`src/rtl/ldf_pkg.sv`:
```
// package: register map, fields, timing and bus carrier types
package ldf_pkg;

    // ------------------------------------------------------------
    // clock and timing
    // ------------------------------------------------------------
    localparam int CLK_PERIOD_NS      = 20;
    localparam int PULSE_PERIOD_NS    = 10000;
    localparam int PULSE_ON_NS        = 2000;
    localparam int SETTLE_NS          = 2000;
    localparam int SELFTEST_PERIOD_NS = 1000000;

    // least time, rounded up to whole cycles, never below one
    function automatic int ns_to_cyc(input int ns);
        int c;
        c = (ns + CLK_PERIOD_NS - 1) / CLK_PERIOD_NS;
        return (c < 1) ? 1 : c;
    endfunction : ns_to_cyc

    localparam int PULSE_PERIOD_CYC    = ns_to_cyc(PULSE_PERIOD_NS);
    localparam int PULSE_ON_CYC        = ns_to_cyc(PULSE_ON_NS);
    localparam int SETTLE_CYC          = ns_to_cyc(SETTLE_NS);
    localparam int SELFTEST_PERIOD_CYC = ns_to_cyc(SELFTEST_PERIOD_NS);

    // ------------------------------------------------------------
    // register map (byte addresses)
    // ------------------------------------------------------------
    localparam logic [7:0] ADDR_EMITTER_CONTROL = 8'h20;
    localparam logic [7:0] ADDR_FAULT_STATUS    = 8'h24;

    // emitter_control fields
    localparam int         CTRL_FORCED_OFF_BIT = 0;
    localparam int         CTRL_MODE_LSB       = 1;
    localparam int         CTRL_MODE_MSB       = 3;
    localparam logic [7:0] CTRL_RESET          = 8'h01;
    localparam logic [2:0] MODE_CALIBRATE      = 3'h2;

    // fault_status fields
    localparam int STAT_FAULT_BIT     = 0;
    localparam int STAT_LEAK_BIT      = 1;
    localparam int STAT_TEST_FAIL_BIT = 2;
    localparam int STAT_TEST_BUSY_BIT = 3;
    localparam int STAT_DRIVE_BIT     = 4;
    localparam int STAT_SWITCH_BIT    = 5;

    // ------------------------------------------------------------
    // carriers
    // ------------------------------------------------------------
    typedef struct packed {
        logic        wr_fire;
        logic [7:0]  addr;
        logic [31:0] wdata;
    } ldf_bus_req_t;

    typedef enum logic [3:0] {
        ST_IDLE = 4'b0001,
        ST_OFF  = 4'b0010,
        ST_PULL = 4'b0100,
        ST_REL  = 4'b1000
    } ldf_test_state_t;

endpackage : ldf_pkg

```
`src/rtl/ldf_avalon_slave.sv`:
```
// module: avalon-mm slave handshake with one wait cycle
`timescale 1ns/1ps
module ldf_avalon_slave
    import ldf_pkg::*;
(
    // clock and reset
    input  wire logic        clk,
    input  wire logic        rst_n,
    // avalon-mm
    input  wire logic [7:0]  address,
    input  wire logic        read,
    input  wire logic        write,
    input  wire logic [31:0] writedata,
    output logic      [31:0] readdata,
    output logic             waitrequest,
    // register side
    input  wire logic [31:0] rd_word,
    output ldf_bus_req_t     req
);

    logic        wait_q;
    logic [31:0] rdata_q;

    assign waitrequest = wait_q;
    assign readdata    = rdata_q;
    assign req         = '{wr_fire: write && !wait_q, addr: address, wdata: writedata};

    // ------------------------------------------------------------
    // wait generation: low for exactly one cycle per request
    // ------------------------------------------------------------
    always_ff @(posedge clk) begin
        if (!rst_n) begin
            wait_q <= 1'b1;
        end else if ((read || write) && wait_q) begin
            wait_q <= 1'b0;
        end else begin
            wait_q <= 1'b1;
        end
    end

    // ------------------------------------------------------------
    // read data capture
    // ------------------------------------------------------------
    always_ff @(posedge clk) begin
        if (!rst_n) begin
            rdata_q <= 32'h0000_0000;
        end else if (read && wait_q) begin
            rdata_q <= rd_word;
        end
    end

    property p_wait_one;
        @(posedge clk) disable iff (!rst_n)
        !wait_q |=> wait_q;
    endproperty
    a_wait_one: assert property (p_wait_one) else $error("wait low longer than one cycle");

endmodule : ldf_avalon_slave

```
`src/rtl/ldf_laser_drive_fault.sv`:
```
// module: emitter drive mode control, fault detection and switch output
// ------------------------------------------------------------
// What this block does
// - In normal operation the emitter current is driven as pulses.
// - A calibration mode drives the emitter continuously for testing.
// - After reset the forced-off bit is set and the laser stays off.
// - Writing 010b to bits 3..1 at 0x20 selects continuous calibration drive.
// - The switch output is low in normal operation and high on a fault.
// - A leakage path to ground on the cathode node raises a fault.
// - A fault cuts the drive current and drives the switch output high.
// - A periodic self-check pulls the cathode low with the laser switched off.
// - A self-check that does not see the node low reports a fault.
// - The switch output is active low: low enables the laser path.
// ------------------------------------------------------------
`timescale 1ns/1ps
module ldf_laser_drive_fault
    import ldf_pkg::*;
#(
    parameter int PULSE_PERIOD = PULSE_PERIOD_CYC,
    parameter int PULSE_ON     = PULSE_ON_CYC,
    parameter int TEST_PERIOD  = SELFTEST_PERIOD_CYC,
    parameter int TEST_SETTLE  = SETTLE_CYC
)(
    // clock and reset
    input  wire logic        clk,
    input  wire logic        rst_n,
    // avalon-mm slave
    input  wire logic [7:0]  address,
    input  wire logic        read,
    input  wire logic        write,
    input  wire logic [31:0] writedata,
    output logic      [31:0] readdata,
    output logic             waitrequest,
    // cathode sense
    input  wire logic        cathode_leak,
    // emitter outputs
    output logic             drive_current_pin,
    output logic             emitter_switch_off,
    output logic             cathode_pull
);

    localparam int PW = $clog2(PULSE_PERIOD + 1);

    // ------------------------------------------------------------
    // declarations
    // ------------------------------------------------------------
    ldf_bus_req_t  req;
    logic [31:0]   rd_word;
    logic [7:0]    ctrl_q;
    logic          leak_q;
    logic          tfail_q;
    logic          fault_q;
    logic          drive_q;
    logic          switch_q;
    logic [PW-1:0] pcnt_q;
    logic          st_hold;
    logic          st_pull;
    logic          st_fail;
    logic          forced_off;
    logic          cal_mode;
    logic          run_ok;
    logic          leak_seen;

    // ------------------------------------------------------------
    // bus slave
    // ------------------------------------------------------------
    ldf_avalon_slave u_bus (
        .clk         (clk),
        .rst_n       (rst_n),
        .address     (address),
        .read        (read),
        .write       (write),
        .writedata   (writedata),
        .readdata    (readdata),
        .waitrequest (waitrequest),
        .rd_word     (rd_word),
        .req         (req)
    );

    function automatic logic hit(input logic [7:0] a, input logic [7:0] base);
        return (a == base);
    endfunction : hit

    // ------------------------------------------------------------
    // emitter control register
    // ------------------------------------------------------------
    // forced off at reset
    always_ff @(posedge clk) begin
        if (!rst_n) begin
            ctrl_q <= CTRL_RESET;
        end else if (req.wr_fire && hit(req.addr, ADDR_EMITTER_CONTROL)) begin
            ctrl_q <= req.wdata[7:0];
        end
    end

    assign forced_off = ctrl_q[CTRL_FORCED_OFF_BIT];
    assign cal_mode   = (ctrl_q[CTRL_MODE_MSB:CTRL_MODE_LSB] == MODE_CALIBRATE);
    assign run_ok     = !forced_off && !fault_q && !st_hold;

    // ------------------------------------------------------------
    // read mux
    // ------------------------------------------------------------
    always_comb begin
        rd_word = 32'h0000_0000;
        if (hit(address, ADDR_EMITTER_CONTROL)) begin
            rd_word[7:0] = ctrl_q;
        end else if (hit(address, ADDR_FAULT_STATUS)) begin
            rd_word[STAT_FAULT_BIT]     = fault_q;
            rd_word[STAT_LEAK_BIT]      = leak_q;
            rd_word[STAT_TEST_FAIL_BIT] = tfail_q;
            rd_word[STAT_TEST_BUSY_BIT] = st_hold;
            rd_word[STAT_DRIVE_BIT]     = drive_q;
            rd_word[STAT_SWITCH_BIT]    = switch_q;
        end
    end

    // ------------------------------------------------------------
    // self-check sequencer
    // ------------------------------------------------------------
    ldf_self_test #(
        .PERIOD_CYC (TEST_PERIOD),
        .WAIT_CYC   (TEST_SETTLE)
    ) u_test (
        .clk          (clk),
        .rst_n        (rst_n),
        .run          (!fault_q),
        .cathode_leak (cathode_leak),
        .hold         (st_hold),
        .pull         (st_pull),
        .fail         (st_fail)
    );

    assign cathode_pull = st_pull;

    // ------------------------------------------------------------
    // fault detection
    // ------------------------------------------------------------
    // own pull is not a leak
    assign leak_seen = cathode_leak && !st_hold;

    always_ff @(posedge clk) begin
        if (!rst_n) begin
            leak_q <= 1'b0;
        end else if (leak_seen) begin
            leak_q <= 1'b1;
        end
    end

    always_ff @(posedge clk) begin
        if (!rst_n) begin
            tfail_q <= 1'b0;
        end else if (st_fail) begin
            tfail_q <= 1'b1;
        end
    end

    always_ff @(posedge clk) begin
        if (!rst_n) begin
            fault_q <= 1'b0;
        end else if (leak_seen || st_fail) begin
            fault_q <= 1'b1;
        end
    end

    // ------------------------------------------------------------
    // drive current
    // ------------------------------------------------------------
    always_ff @(posedge clk) begin
        if (!rst_n) begin
            pcnt_q <= '0;
        end else if (!run_ok || pcnt_q == PW'(PULSE_PERIOD - 1)) begin
            pcnt_q <= '0;
        end else begin
            pcnt_q <= pcnt_q + PW'(1);
        end
    end

    always_ff @(posedge clk) begin
        if (!rst_n) begin
            drive_q <= 1'b0;
        end else if (leak_seen || st_fail || !run_ok) begin
            drive_q <= 1'b0;
        end else if (cal_mode) begin
            drive_q <= 1'b1;
        end else begin
            drive_q <= (pcnt_q < PW'(PULSE_ON));
        end
    end

    assign drive_current_pin = drive_q;

    // ------------------------------------------------------------
    // switch output
    // ------------------------------------------------------------
    // high on fault, forced off or self-check hold, low otherwise
    always_ff @(posedge clk) begin
        if (!rst_n) begin
            switch_q <= 1'b1;
        end else begin
            switch_q <= forced_off || fault_q || leak_seen || st_fail || st_hold;
        end
    end

    assign emitter_switch_off = switch_q;

    // ------------------------------------------------------------
    // checks
    // ------------------------------------------------------------
    logic [PW-1:0] on_run_q;
    logic          cal_prev_q;

    // drive left over from calibration
    always_ff @(posedge clk) begin
        if (!rst_n) begin
            cal_prev_q <= 1'b0;
        end else begin
            cal_prev_q <= cal_mode;
        end
    end

    always_ff @(posedge clk) begin
        if (!rst_n) begin
            on_run_q <= '0;
        end else if (drive_q && !cal_mode && !cal_prev_q) begin
            on_run_q <= on_run_q + PW'(1);
        end else begin
            on_run_q <= '0;
        end
    end

    property p_pulsed;
        @(posedge clk) disable iff (!rst_n)
        on_run_q <= PW'(PULSE_ON);
    endproperty
    a_pulsed: assert property (p_pulsed) else $error("normal drive not pulsed");

    property p_cal_steady;
        @(posedge clk) disable iff (!rst_n)
        (cal_mode && run_ok && !cathode_leak) ##1 (cal_mode && run_ok) |-> drive_q;
    endproperty
    a_cal_steady: assert property (p_cal_steady) else $error("calibration drive not steady");

    property p_reset_off;
        @(posedge clk) disable iff (!rst_n)
        !$past(rst_n) |-> forced_off && switch_q && !drive_q;
    endproperty
    a_reset_off: assert property (p_reset_off) else $error("laser not off after reset");

    property p_mode_write;
        @(posedge clk) disable iff (!rst_n)
        (req.wr_fire && hit(req.addr, ADDR_EMITTER_CONTROL) &&
         req.wdata[CTRL_MODE_MSB:CTRL_MODE_LSB] == MODE_CALIBRATE) |=> cal_mode;
    endproperty
    a_mode_write: assert property (p_mode_write) else $error("calibration mode not taken");

    property p_leak_fault;
        @(posedge clk) disable iff (!rst_n)
        (cathode_leak && !st_hold) |=> fault_q && leak_q;
    endproperty
    a_leak_fault: assert property (p_leak_fault) else $error("leak did not fault");

    // fault cuts drive and raises switch
    property p_fault_off;
        @(posedge clk) disable iff (!rst_n)
        $rose(fault_q) |-> !drive_q && switch_q;
    endproperty
    a_fault_off: assert property (p_fault_off) else $error("fault left laser on");

    // pull only with switch off and no current
    property p_pull_quiet;
        @(posedge clk) disable iff (!rst_n)
        st_pull |-> switch_q && !drive_q;
    endproperty
    a_pull_quiet: assert property (p_pull_quiet) else $error("pull with laser on");

    property p_test_fault;
        @(posedge clk) disable iff (!rst_n)
        st_fail |=> fault_q && tfail_q && switch_q;
    endproperty
    a_test_fault: assert property (p_test_fault) else $error("failed check not reported");

    // switch low only when running clean
    property p_switch_low;
        @(posedge clk) disable iff (!rst_n)
        !switch_q |-> !fault_q && !$past(forced_off);
    endproperty
    a_switch_low: assert property (p_switch_low) else $error("switch low while disabled");

    property p_fault_hold;
        @(posedge clk) disable iff (!rst_n)
        fault_q |=> fault_q && switch_q && !drive_q;
    endproperty
    a_fault_hold: assert property (p_fault_hold) else $error("fault released");

endmodule : ldf_laser_drive_fault

```
`src/rtl/ldf_self_test.sv`:
```
// module: periodic self-check sequencer of the cathode fault detector
`timescale 1ns/1ps
module ldf_self_test
    import ldf_pkg::*;
#(
    parameter int PERIOD_CYC = SELFTEST_PERIOD_CYC,
    parameter int WAIT_CYC   = SETTLE_CYC
)(
    // clock and reset
    input  wire logic clk,
    input  wire logic rst_n,
    // control and sense
    input  wire logic run,
    input  wire logic cathode_leak,
    // results
    output logic      hold,
    output logic      pull,
    output logic      fail
);

    localparam int CW = $clog2(PERIOD_CYC + 1);

    ldf_test_state_t st_q;
    ldf_test_state_t st_d;
    logic [CW-1:0]   cnt_q;
    logic            pull_q;
    logic            fail_q;
    logic            done;

    assign hold = (st_q != ST_IDLE);
    assign pull = pull_q;
    assign fail = fail_q;
    assign done = (st_q == ST_IDLE) ? (cnt_q == CW'(PERIOD_CYC - 1))
                                    : (cnt_q == CW'(WAIT_CYC - 1));

    // ------------------------------------------------------------
    // sequence: quiet laser, pull node low, check, release
    // ------------------------------------------------------------
    always_comb begin
        st_d = st_q;
        unique case (st_q)
            ST_IDLE: if (done && run) st_d = ST_OFF;
            ST_OFF:  if (done) st_d = ST_PULL;
            ST_PULL: if (done) st_d = ST_REL;
            ST_REL:  if (done) st_d = ST_IDLE;
            default: st_d = ST_IDLE;
        endcase
    end

    always_ff @(posedge clk) begin
        if (!rst_n) begin
            st_q <= ST_IDLE;
        end else begin
            st_q <= st_d;
        end
    end

    always_ff @(posedge clk) begin
        if (!rst_n) begin
            cnt_q <= '0;
        end else if (done || st_d != st_q) begin
            cnt_q <= '0;
        end else begin
            cnt_q <= cnt_q + CW'(1);
        end
    end

    always_ff @(posedge clk) begin
        if (!rst_n) begin
            pull_q <= 1'b0;
        end else begin
            pull_q <= (st_d == ST_PULL);
        end
    end

    always_ff @(posedge clk) begin
        if (!rst_n) begin
            fail_q <= 1'b0;
        end else begin
            fail_q <= (st_q == ST_PULL) && done && !cathode_leak;
        end
    end

    property p_pull_in_window;
        @(posedge clk) disable iff (!rst_n)
        pull_q |-> (st_q == ST_PULL) && $past(hold);
    endproperty
    a_pull_in_window: assert property (p_pull_in_window) else $error("pull outside window");

endmodule : ldf_self_test

```
`config.mk`:
```
export PLATFORM = sky130hd
export DESIGN_NAME = ldf_laser_drive_fault
export DESIGN_NICKNAME = d
export VERILOG_FILES = /design/src/rtl/ldf_pkg.sv /design/src/rtl/ldf_avalon_slave.sv /design/src/rtl/ldf_laser_drive_fault.sv /design/src/rtl/ldf_self_test.sv
export SDC_FILE = /design/constraint.sdc
export NUM_CORES = 1
export LEC_CHECK = 0
export BUFFER_PORTS_ARGS = -buffer_cell sky130_fd_sc_hd__buf_2
export CAP_MARGIN = 20
export CORE_UTILIZATION = 36
export DETAILED_ROUTE_END_ITERATION = 16
export GPL_ROUTABILITY_DRIVEN = 0
export SYNTH_ARGS = -nofsm -noshare
export SYNTH_HDL_FRONTEND = slang
export SYNTH_SLANG_ARGS = --single-unit
```
`constraint.sdc`:
```
create_clock -name clk -period 2.5 [get_ports clk]
set_input_delay 0.375 -clock clk [delete_from_list [all_inputs] [get_ports clk]]
set_output_delay 0.375 -clock clk [all_outputs]
set_load 0.005 [all_outputs]
```
==> results.cfg, run 1 <==
[detailed_routing]
drt_iter0_drc = 58
drt_first_pass_iters = 10
ant_nets = 0
vias = 1913
vias_per_cell = 4.71
drt-wirelength-per-cell_um = 11.2
wl_um = 4530
drc = 1

[global_route]
grt_max_degree = 27
antenna_found_initial = 0
grt-ovfl-total = 0
gr-usage-all-layers_pct = 13.0
grt_pass1_vias = 1784
grt_pass1_wl_um = 7790

[clocking]
cts-htree-levels = 2
cts_buffer_depth = 2
cts_tree = yes
cts_root_buffer = clkbuf_8
cts_setup_buffers = 0
clock_sinks = 53
clk_pin_slew_worst_paths_ps = 100
clock_latency_ps = 310
hold_buffers = 0
cts_buffers = 5
post_cts_resized = 0

[worst_hold_path]
hold_class = in2reg
hp-start = cathode_leak

[setup_path]
crit_slowest_cell = or4b_2
worstReg2RegStart = u_test.st_q[1]
crit_path_max_incr_delay_ps = 740
end_kind = flop
critical_path.most_common_cell = nor2_1
crit_path_start_kind = flop
arrival_ps = 2140
cp-startpoint = u_test.st_q[1]
critical_path.max_fanout = 9
crit_chain = or4b_2 -> nor2_1 -> nand4b_1 -> nor2_1
worstSetupPathType = reg2reg
required_ps = 2730

[run]
cap_violations = 0

[logic_synthesis]
synthFlopType = dfxtp_1
avgSynthCellArea_um2 = 9.20
syn-cell-area_um2 = 2530
synth-edff-count = 0
synth.area.top_cells = dfxtp_1, buf_4, mux2i_1, xor2_1, nor3_1
netlist_instances = 275
yosysTopAreaCell = dfxtp_1
yosysWarningCount = 0
synthDistinctLibCells = 46
ys_seq_elements = 53
synthArstFlopShare_pct = 0
synth_top_area_share_pct = 42.0
seq_area_frac_synth_pct = 42.0

[timing]
clock_skew_ps = 12.7
period_minus_slack_ps = 1910
slew_violations = 0
hold_viol_final = 0
worstMarginPinSlew_ps = 618
max_slew_margin_pct = 58.3
rsz0062_at_grt = false
whs_ps = 267
fmax_mhz = 524
setup_tns_ps = 0
setup_viol = 0
worst_slack_ps = 590
period_share_pct = 76.4

[cells_and_area]
final_area_um2 = 2810
diodes = 0
nFillCells = 703
fin_nets = 356
fin_util_pct = 41.3
syn2layout_area_growth_pct = 11.0
multi_input_area_um2 = 1320
seq_area_um2 = 1060
drive_gt1_share_pct = 15.5
final_cells = 406

[floorplan]
ioPinCount = 81
die_area_um2 = 7360
die_x_um = 85.8
std_cell_rows = 30
initial_core_util_pct = 37.2
die_y_um = 85.8
core_area_um2 = 6790

[power]
clockPowerShare_pct = 34.7
pwr-share-seq_pct = 60.5
p_sw_share_pct = 23.7
p_per_area_nw_per_um2 = 505
worst_ir_drop_vdd_v = 0.000266
finalPower_mw = 1.42
leakage_nw = 1.06
power_frac_comb_pct = 4.8
power.internal_mw = 1.08
switchingPower_mw = 0.337

[place]
dp_cells = 398
placed_cell_area_um2 = 2710
dp_hpwl_um = 3260
pre_cts_ws_ps = 516
io_buffers = 32

[status]
status = finished with violations
violations = DRC
-- kinds of logic after synthesis --
family | after synthesis | synth area share [%]
adders and majority gates | 2 | 0.989
muxes | 16 | 6.33
AOI/OAI and AO/OA | 25 | 7.08
xor gates and xnor gates | 21 | 7.27
and+or+nand+nor | 120 | 27.1
buffers and inverters | 37 | 9.10
DFF | 53 | 42.0
other | 1 | 0.148
-- cells in the mapped netlist (2+ instances only) --
cell / count
mux2i_1: 16
nor2b_1: 10
inv_1: 5
o21ai_0: 7
and3_1: 3
nand3_1: 9
a21boi_0: 3
and4_1: 3
nor2_1: 16
xnor2_1: 9
clkbuf_1: 7
nor4b_1: 3
a21oi_1: 2
o21a_1: 2
buf_4: 24
ha_1: 2
xor2_1: 12
dfxtp_1: 53
nand4_1: 9
nand4b_1: 2
o311ai_0: 3
or3_1: 2
nand2_1: 21
nor3_1: 19
nor4_1: 3
and2_1: 7
nand2b_1: 2
nor3b_1: 3
-- placed cells by master, fill, tap and decap left out, types with 4 or more instances in the layout --
cell type  instances
xnor2_1            9
nand4_1            9
inv_1              5
xor2_1            12
dfxtp_1           53
mux2i_1           16
conb_1            24
nor2_1            16
nand2_1           21
nand3_1            9
clkbuf_8           5
nor3_1            19
buf_4              4
nor2b_1           10
buf_2             32
and2_1             7
o21ai_0            7
-- area by class of cell --
type                            count  area share [%]
Multi-Input combinational cell    208            47.1
Sequential cell                    53            37.8
Timing Repair Buffer               36            6.77
Tap cell                           96            4.28
Clock buffer                        5            2.45
Clock inverter                      3           0.891
Inverter                            5           0.668
-- final timing paths --
path                                     endpoint  slack [ps]  depth (start not counted)
worst max-delay path                    pcnt_q[1]         590                          4
worst min-delay path                  u_test.fail         270                          2
worst max register to register          pcnt_q[1]         590                          4
worst min register to register  u_bus.readdata[7]         460                          2
-- state kept, by name, summed over array words and instances (netlist names) --
register            cells
u_test.cnt_q           16
u_bus.waitrequest       1
ctrl_q                  8
u_test.pull             1
u_test.fail             1
leak_q                  1
drive_current_pin       1
pcnt_q                  9
tfail_q                 1
fault_q                 1
u_bus.readdata          8
u_test.st_q             4
emitter_switch_off      1
-- power by group through the flow --
stage | combinational [mW] | sequential [mW] | clock (mW)
global placement | 0.0685 | 0.878 | 0
floorplan | 0.0701 | 0.877 | 0
global route | 0.0789 | 0.861 | 0.544
detailed placement | 0.0684 | 0.879 | 0
CTS | 0.0689 | 0.859 | 0.512
finish | 0.0683 | 0.859 | 0.492
-- critical path, delay by kind of cell, from the launching register on --
family | cells | cell delay [ps]
flops | 1 | 390
simple gates | 4 | 1440
-- metal layers --
layer | vias up | GRT usage (%) | share of wire [%]
li1 | 989 | - | -
met1 | 874 | 15.5 | 48
met2 | 45 | 23.1 | 47
met3 | 5 | 2.79 | 4.5
met4 | 0 | 4.09 | 1.0
met5 | - | 0 | 0
(Power assumes the default switching activity.)
==> run 2: changes to the inputs <==
Settings changed: ABC_AREA from default to 1.
Clock period 2.5 ns to 2 ns, I/O delays scaled along.
==> run 2 against run 1 <==
The flow now finishes without violations. Final area increased by 7.2%. Routed wire length is 8.2% higher. Maximum frequency is 3.2% higher. Sequential share of layout area down 2.5 points. Sequential cell count unchanged. Die area is 6.8% higher. Synthesized cell count up 25%. Clock power is 19% higher. Utilization up 0.18 points. Final cell count increased by 19%. Critical path depth grew 8. Register-to-register slack worse by 440 ps. Largest cell class unchanged.
==> results.cfg, run 2 <==
[place]
dp_hpwl_um = 3610
io_buffers = 32
pre_cts_ws_ps = 53.9
placed_cell_area_um2 = 2890

[detailed_routing]
drt-wirelength-per-cell_um = 10.2
ant_nets = 0
vias_per_cell = 4.38
wl_um = 4910
drc = 0
vias = 2112
drt_iter0_drc = 80
drt_first_pass_iters = 4

[global_route]
grt_pass1_wl_um = 8160
gr-usage-all-layers_pct = 13.0
antenna_found_initial = 0
grt-ovfl-total = 0
grt_pass1_vias = 1900
grt_max_degree = 18

[power]
power.internal_mw = 1.37
worst_ir_drop_vdd_v = 0.000384
pwr-share-seq_pct = 60.8
clockPowerShare_pct = 32.8
switchingPower_mw = 0.420
leakage_nw = 1.28
p_sw_share_pct = 23.5
power_frac_comb_pct = 6.4
p_per_area_nw_per_um2 = 594

[setup_path]
arrival_ps = 2070
crit_path_start_kind = flop
required_ps = 2230
critical_path.max_fanout = 16
end_kind = flop
worstSetupPathType = reg2reg

[floorplan]
ioPinCount = 81
die_area_um2 = 7870
core_area_um2 = 7250
die_y_um = 88.7
std_cell_rows = 31
initial_core_util_pct = 37.3
die_x_um = 88.7

[cells_and_area]
syn2layout_area_growth_pct = 11.3
largest_reg_flops = 16
top_regs = u_test.cnt_q x16, pcnt_q x9
final_cell_mix = dfxtp_1, nand2_1, inv_1
final_area_um2 = 3010
largest_register = u_test.cnt_q
fin_nets = 429
diodes = 0
final_common_cell = dfxtp_1
drive_gt1_share_pct = 21.4

[status]
status = completed

[logic_synthesis]
synthFlopType = dfxtp_1
netlist_instances = 345
synth.area.top_cells = dfxtp_1, buf_4, inv_1, nand2_1, nor2_1
synth_top_area_share_pct = 39.2
seq_area_frac_synth_pct = 39.2
synth_common_cells = dfxtp_1, inv_1, nand2_1, nor2_1, buf_4
ys_seq_elements = 53
syn-cell-area_um2 = 2710
yosysWarningCount = 0
synthArstFlopShare_pct = 0
synthDistinctLibCells = 40
synth-edff-count = 0
synthMostInstantiatedCell = dfxtp_1
avgSynthCellArea_um2 = 7.84
yosysTopAreaCell = dfxtp_1

[clocking]
clock_sinks = 53
clock_latency_ps = 300
cts_buffers = 5
cts_tree = yes
clk_pin_slew_worst_paths_ps = 90
cts-htree-levels = 2
cts_buffer_depth = 2
cts_root_buffer = clkbuf_8

[timing]
period_minus_slack_ps = 1850
fmax_mhz = 541
setup_viol = 0
setup_tns_ps = 0
hold_viol_final = 0
worst_slack_ps = 150
period_share_pct = 92.5
clock_skew_ps = 7.53
max_slew_margin_pct = 45.3
worstMarginPinSlew_ps = 811
slew_violations = 0

[worst_hold_path]
hold_class = in2reg

[run]
cap_violations = 0
run 2: kinds of logic (layout without fill, tap and decap cells):
kind of cell	after synthesis	count (layout)	synth area share, %
and+or+nand+nor	156	156	30.5
buffers and inverters	81	96	15.2
DFF	53	53	39.2
AOI/OAI and AO/OA	35	35	8.47
xor gates and xnor gates	17	17	5.50
adders and majority gates	2	2	0.925
other	1	24	0.139
run 2: final timing paths:
| kind | depth (start not counted) | slack (ps) | end | from |
|---|---|---|---|---|
| max | 12 | 150 | u_test.cnt_q[2] | u_test.cnt_q[0] |
| min | 2 | 170 | u_test.fail | cathode_leak |
| max reg2reg | 12 | 150 | u_test.cnt_q[2] | u_test.cnt_q[0] |
| min reg2reg | 1 | 430 | u_test.cnt_q[0] | u_test.cnt_q[0] |
run 2: metal layers:
metal	vias up	part of all wire, %	wire length (um)	global-route usage, %
met5	-	0	0	0
met4	0	1.0	50	4.11
met3	6	2.7	134	2.61
met2	34	47	2320	21.5
met1	947	49	2400	17.2
li1	1125	-	-	-
run 2: per-stage QoR:
| step | utilization (%) | total power, mW | hold WS, ps | cells |
|---|---|---|---|---|
| after CTS | 41.1 | 1.82 | 157 | 481 |
| after global routing | 41.5 | 1.89 | 164 | 482 |
| final | 41.5 | 1.79 | 171 | 482 |
| after floorplan | - | 1.21 | 377 | 368 |
| after global placement | 39.9 | 1.22 | 429 | 473 |
| after detailed placement | 39.9 | 1.23 | 441 | 473 |
run 2: what timing repair did:
action,4_1_cts,5_1_grt
endpoints found under the setup margin,0,16
hold buffers,0,0
gates resized for setup,0,5
setup buffers,0,1
run 2: power by group through the flow:
stage / logic [mW] / registers, mW / clock network (mW)
3_3_place_gp: 0.113 / 1.11 / 0
3_5_place_dp: 0.115 / 1.11 / 0
6_report: 0.115 / 1.09 / 0.587
2_1_floorplan: 0.104 / 1.11 / 0
5_1_grt: 0.135 / 1.09 / 0.661
4_1_cts: 0.115 / 1.09 / 0.617
run 2: area by class of cell:
class | instances | area (um2)
Clock buffer | 6 | 72.6
Clock inverter | 2 | 15.0
Fill cell | 764 | 4240
Inverter | 50 | 190
Multi-Input combinational cell | 234 | 1330
Sequential cell | 53 | 1060
Tap cell | 99 | 124
Timing Repair Buffer | 38 | 218
run 2: worst max-delay path, stage by stage, from the launching register on:
cell and delay (ps):
dfxtp_2 360, ha_2 190, inv_1 60, nor2_1 90
nand2_1 100, nor2_4 130, nand3_4 130, nand2_1 80
nand3b_1 120, nand2_1 140, nand3_4 80, buf_12 160
nor3_1 130
==> run 3: changes to the inputs <==
Settings changed: BUFFER_PORTS_ARGS -buffer_cell sky130_fd_sc_hd__buf_2 to -buffer_cell sky130_fd_sc_hd__clkbuf_2.
==> run 3 against run 2 <==
Worst hold slack got worse by 11 ps. Worst setup slack improved by 5.0 ps. Count of clock-buffer cells in the layout fell by 1. Final area is 0.87% higher. Largest cell class unchanged. Routed wire length grew 1.1%.
==> results.cfg, run 3 (synthesized netlist as in run 2, its figures left out) <==
[timing]
hold_viol_final = 0
setup_viol = 0
slew_violations = 0
period_share_pct = 92.2
whs_ps = 160
clock_skew_ps = 9.66
fmax_mhz = 542
setup_tns_ps = 0
period_minus_slack_ps = 1840

[floorplan]
die_y_um = 88.7
initial_core_util_pct = 37.3
die_x_um = 88.7
core_area_um2 = 7250
ioPinCount = 81
die_area_um2 = 7870
std_cell_rows = 31

[global_route]
antenna_found_initial = 0
grt_max_degree = 19
grt_pass1_vias = 1871
gr-usage-all-layers_pct = 13.6
grt_pass1_wl_um = 8450
grt-ovfl-total = 0

[cells_and_area]
syn2layout_area_growth_pct = 12.3
top_regs = u_test.cnt_q x16, pcnt_q x9
nFillCells = 798
final_area_um2 = 3040
diodes = 0
fin_nets = 432
largest_register = u_test.cnt_q
final_common_cell = dfxtp_1
multi_input_area_um2 = 1340
seq_area_um2 = 1060
largest_reg_flops = 16
drive_gt1_share_pct = 22.8
final_cells = 485
final_cell_mix = dfxtp_1, inv_1, nand2_1

[worst_hold_path]
hold_class = in2reg
hp-start = cathode_leak
hold_path_depth = 2

[place]
placed_cell_area_um2 = 2890
io_buffers = 32
dp_hpwl_um = 3670
dp_cells = 473

[clocking]
hold_buffers = 0
cts_root_buffer = clkbuf_8
clock_sinks = 53
cts_tree = yes
cts_buffer_depth = 2
clk_pin_slew_worst_paths_ps = 110
cts_buffers = 5
cts-htree-levels = 2
clock_latency_ps = 310

[status]
status = completed

[detailed_routing]
vias_per_cell = 4.45
drt_iter0_drc = 101
vias = 2156
ant_nets = 0
drt-wirelength-per-cell_um = 10.2
drt_first_pass_iters = 4
wl_um = 4960
drc = 0

[setup_path]
worstReg2RegStart = u_test.cnt_q[0]
end_kind = flop
rr_worst_depth = 12
cp-startpoint = u_test.cnt_q[0]
arrival_ps = 2090
worstSetupPathType = reg2reg
crit_path_start_kind = flop
required_ps = 2240
critical_path.max_fanout = 7

[power]
p_per_area_nw_per_um2 = 605
leakage_nw = 1.30
finalPower_mw = 1.84
worst_ir_drop_vdd_v = 0.000287

[run]
cap_violations = 0
[run 3: where the power goes]
group / switching, mW / total, mW / leakage, nW / internal [mW]
sequential: 0.0135 / 1.09 / 0.430 / 1.07
combinational: 0.0667 / 0.113 / 0.824 / 0.0464
clock: 0.381 / 0.637 / 0.0487 / 0.256
total: 0.461 / 1.84 / 1.30 / 1.38
[run 3: final cells by class]
class | instances | share of cell area (%)
Clock buffer | 5 | 2.27
Clock inverter | 3 | 0.865
Inverter | 50 | 6.26
Multi-Input combinational cell | 234 | 44.0
Sequential cell | 53 | 35.0
Tap cell | 99 | 4.08
Timing Repair Buffer | 41 | 7.50
[run 3: timing repair]
| item | 4_1_cts | 5_1_grt |
|---|---|---|
| gates resized for setup | 0 | 7 |
| buffers inserted | 0 | 4 |
| setup endpoints to repair | 0 | 17 |
[run 3: worst max-delay path, stage by stage, from the launching register on]
cell	delay (ps)
dfxtp_2	360
ha_2	190
inv_1	60
nor2_1	90
nand2_1	100
nor2_4	140
nand3_4	130
o21ai_2	150
nand2_1	80
nand2_2	80
nand3_4	110
buf_4	190
nor3_2	100
[run 3: final timing paths]
kind | to | slack, ps
hold / removal | u_test.fail | 160
setup reg to reg | u_test.cnt_q[9] | 160
setup / recovery | u_test.cnt_q[9] | 160
hold reg to reg | u_test.cnt_q[0] | 430
[run 3: per-stage QoR]
step	utilization, %	setup WS (ps)
6_report	41.9	155
3_3_place_gp	39.9	121
5_1_grt	41.9	-24.8
4_1_cts	41.2	23.3
2_1_floorplan	-	339
3_5_place_dp	39.9	51.0
[run 3: metal layers]
metal	vias up	track usage [%]	part of all wire [%]
li1	1136	-	-
met1	984	19.2	49
met2	34	21.0	47
met3	2	3.17	3.2
met4	0	3.52	0.48
met5	-	0	0
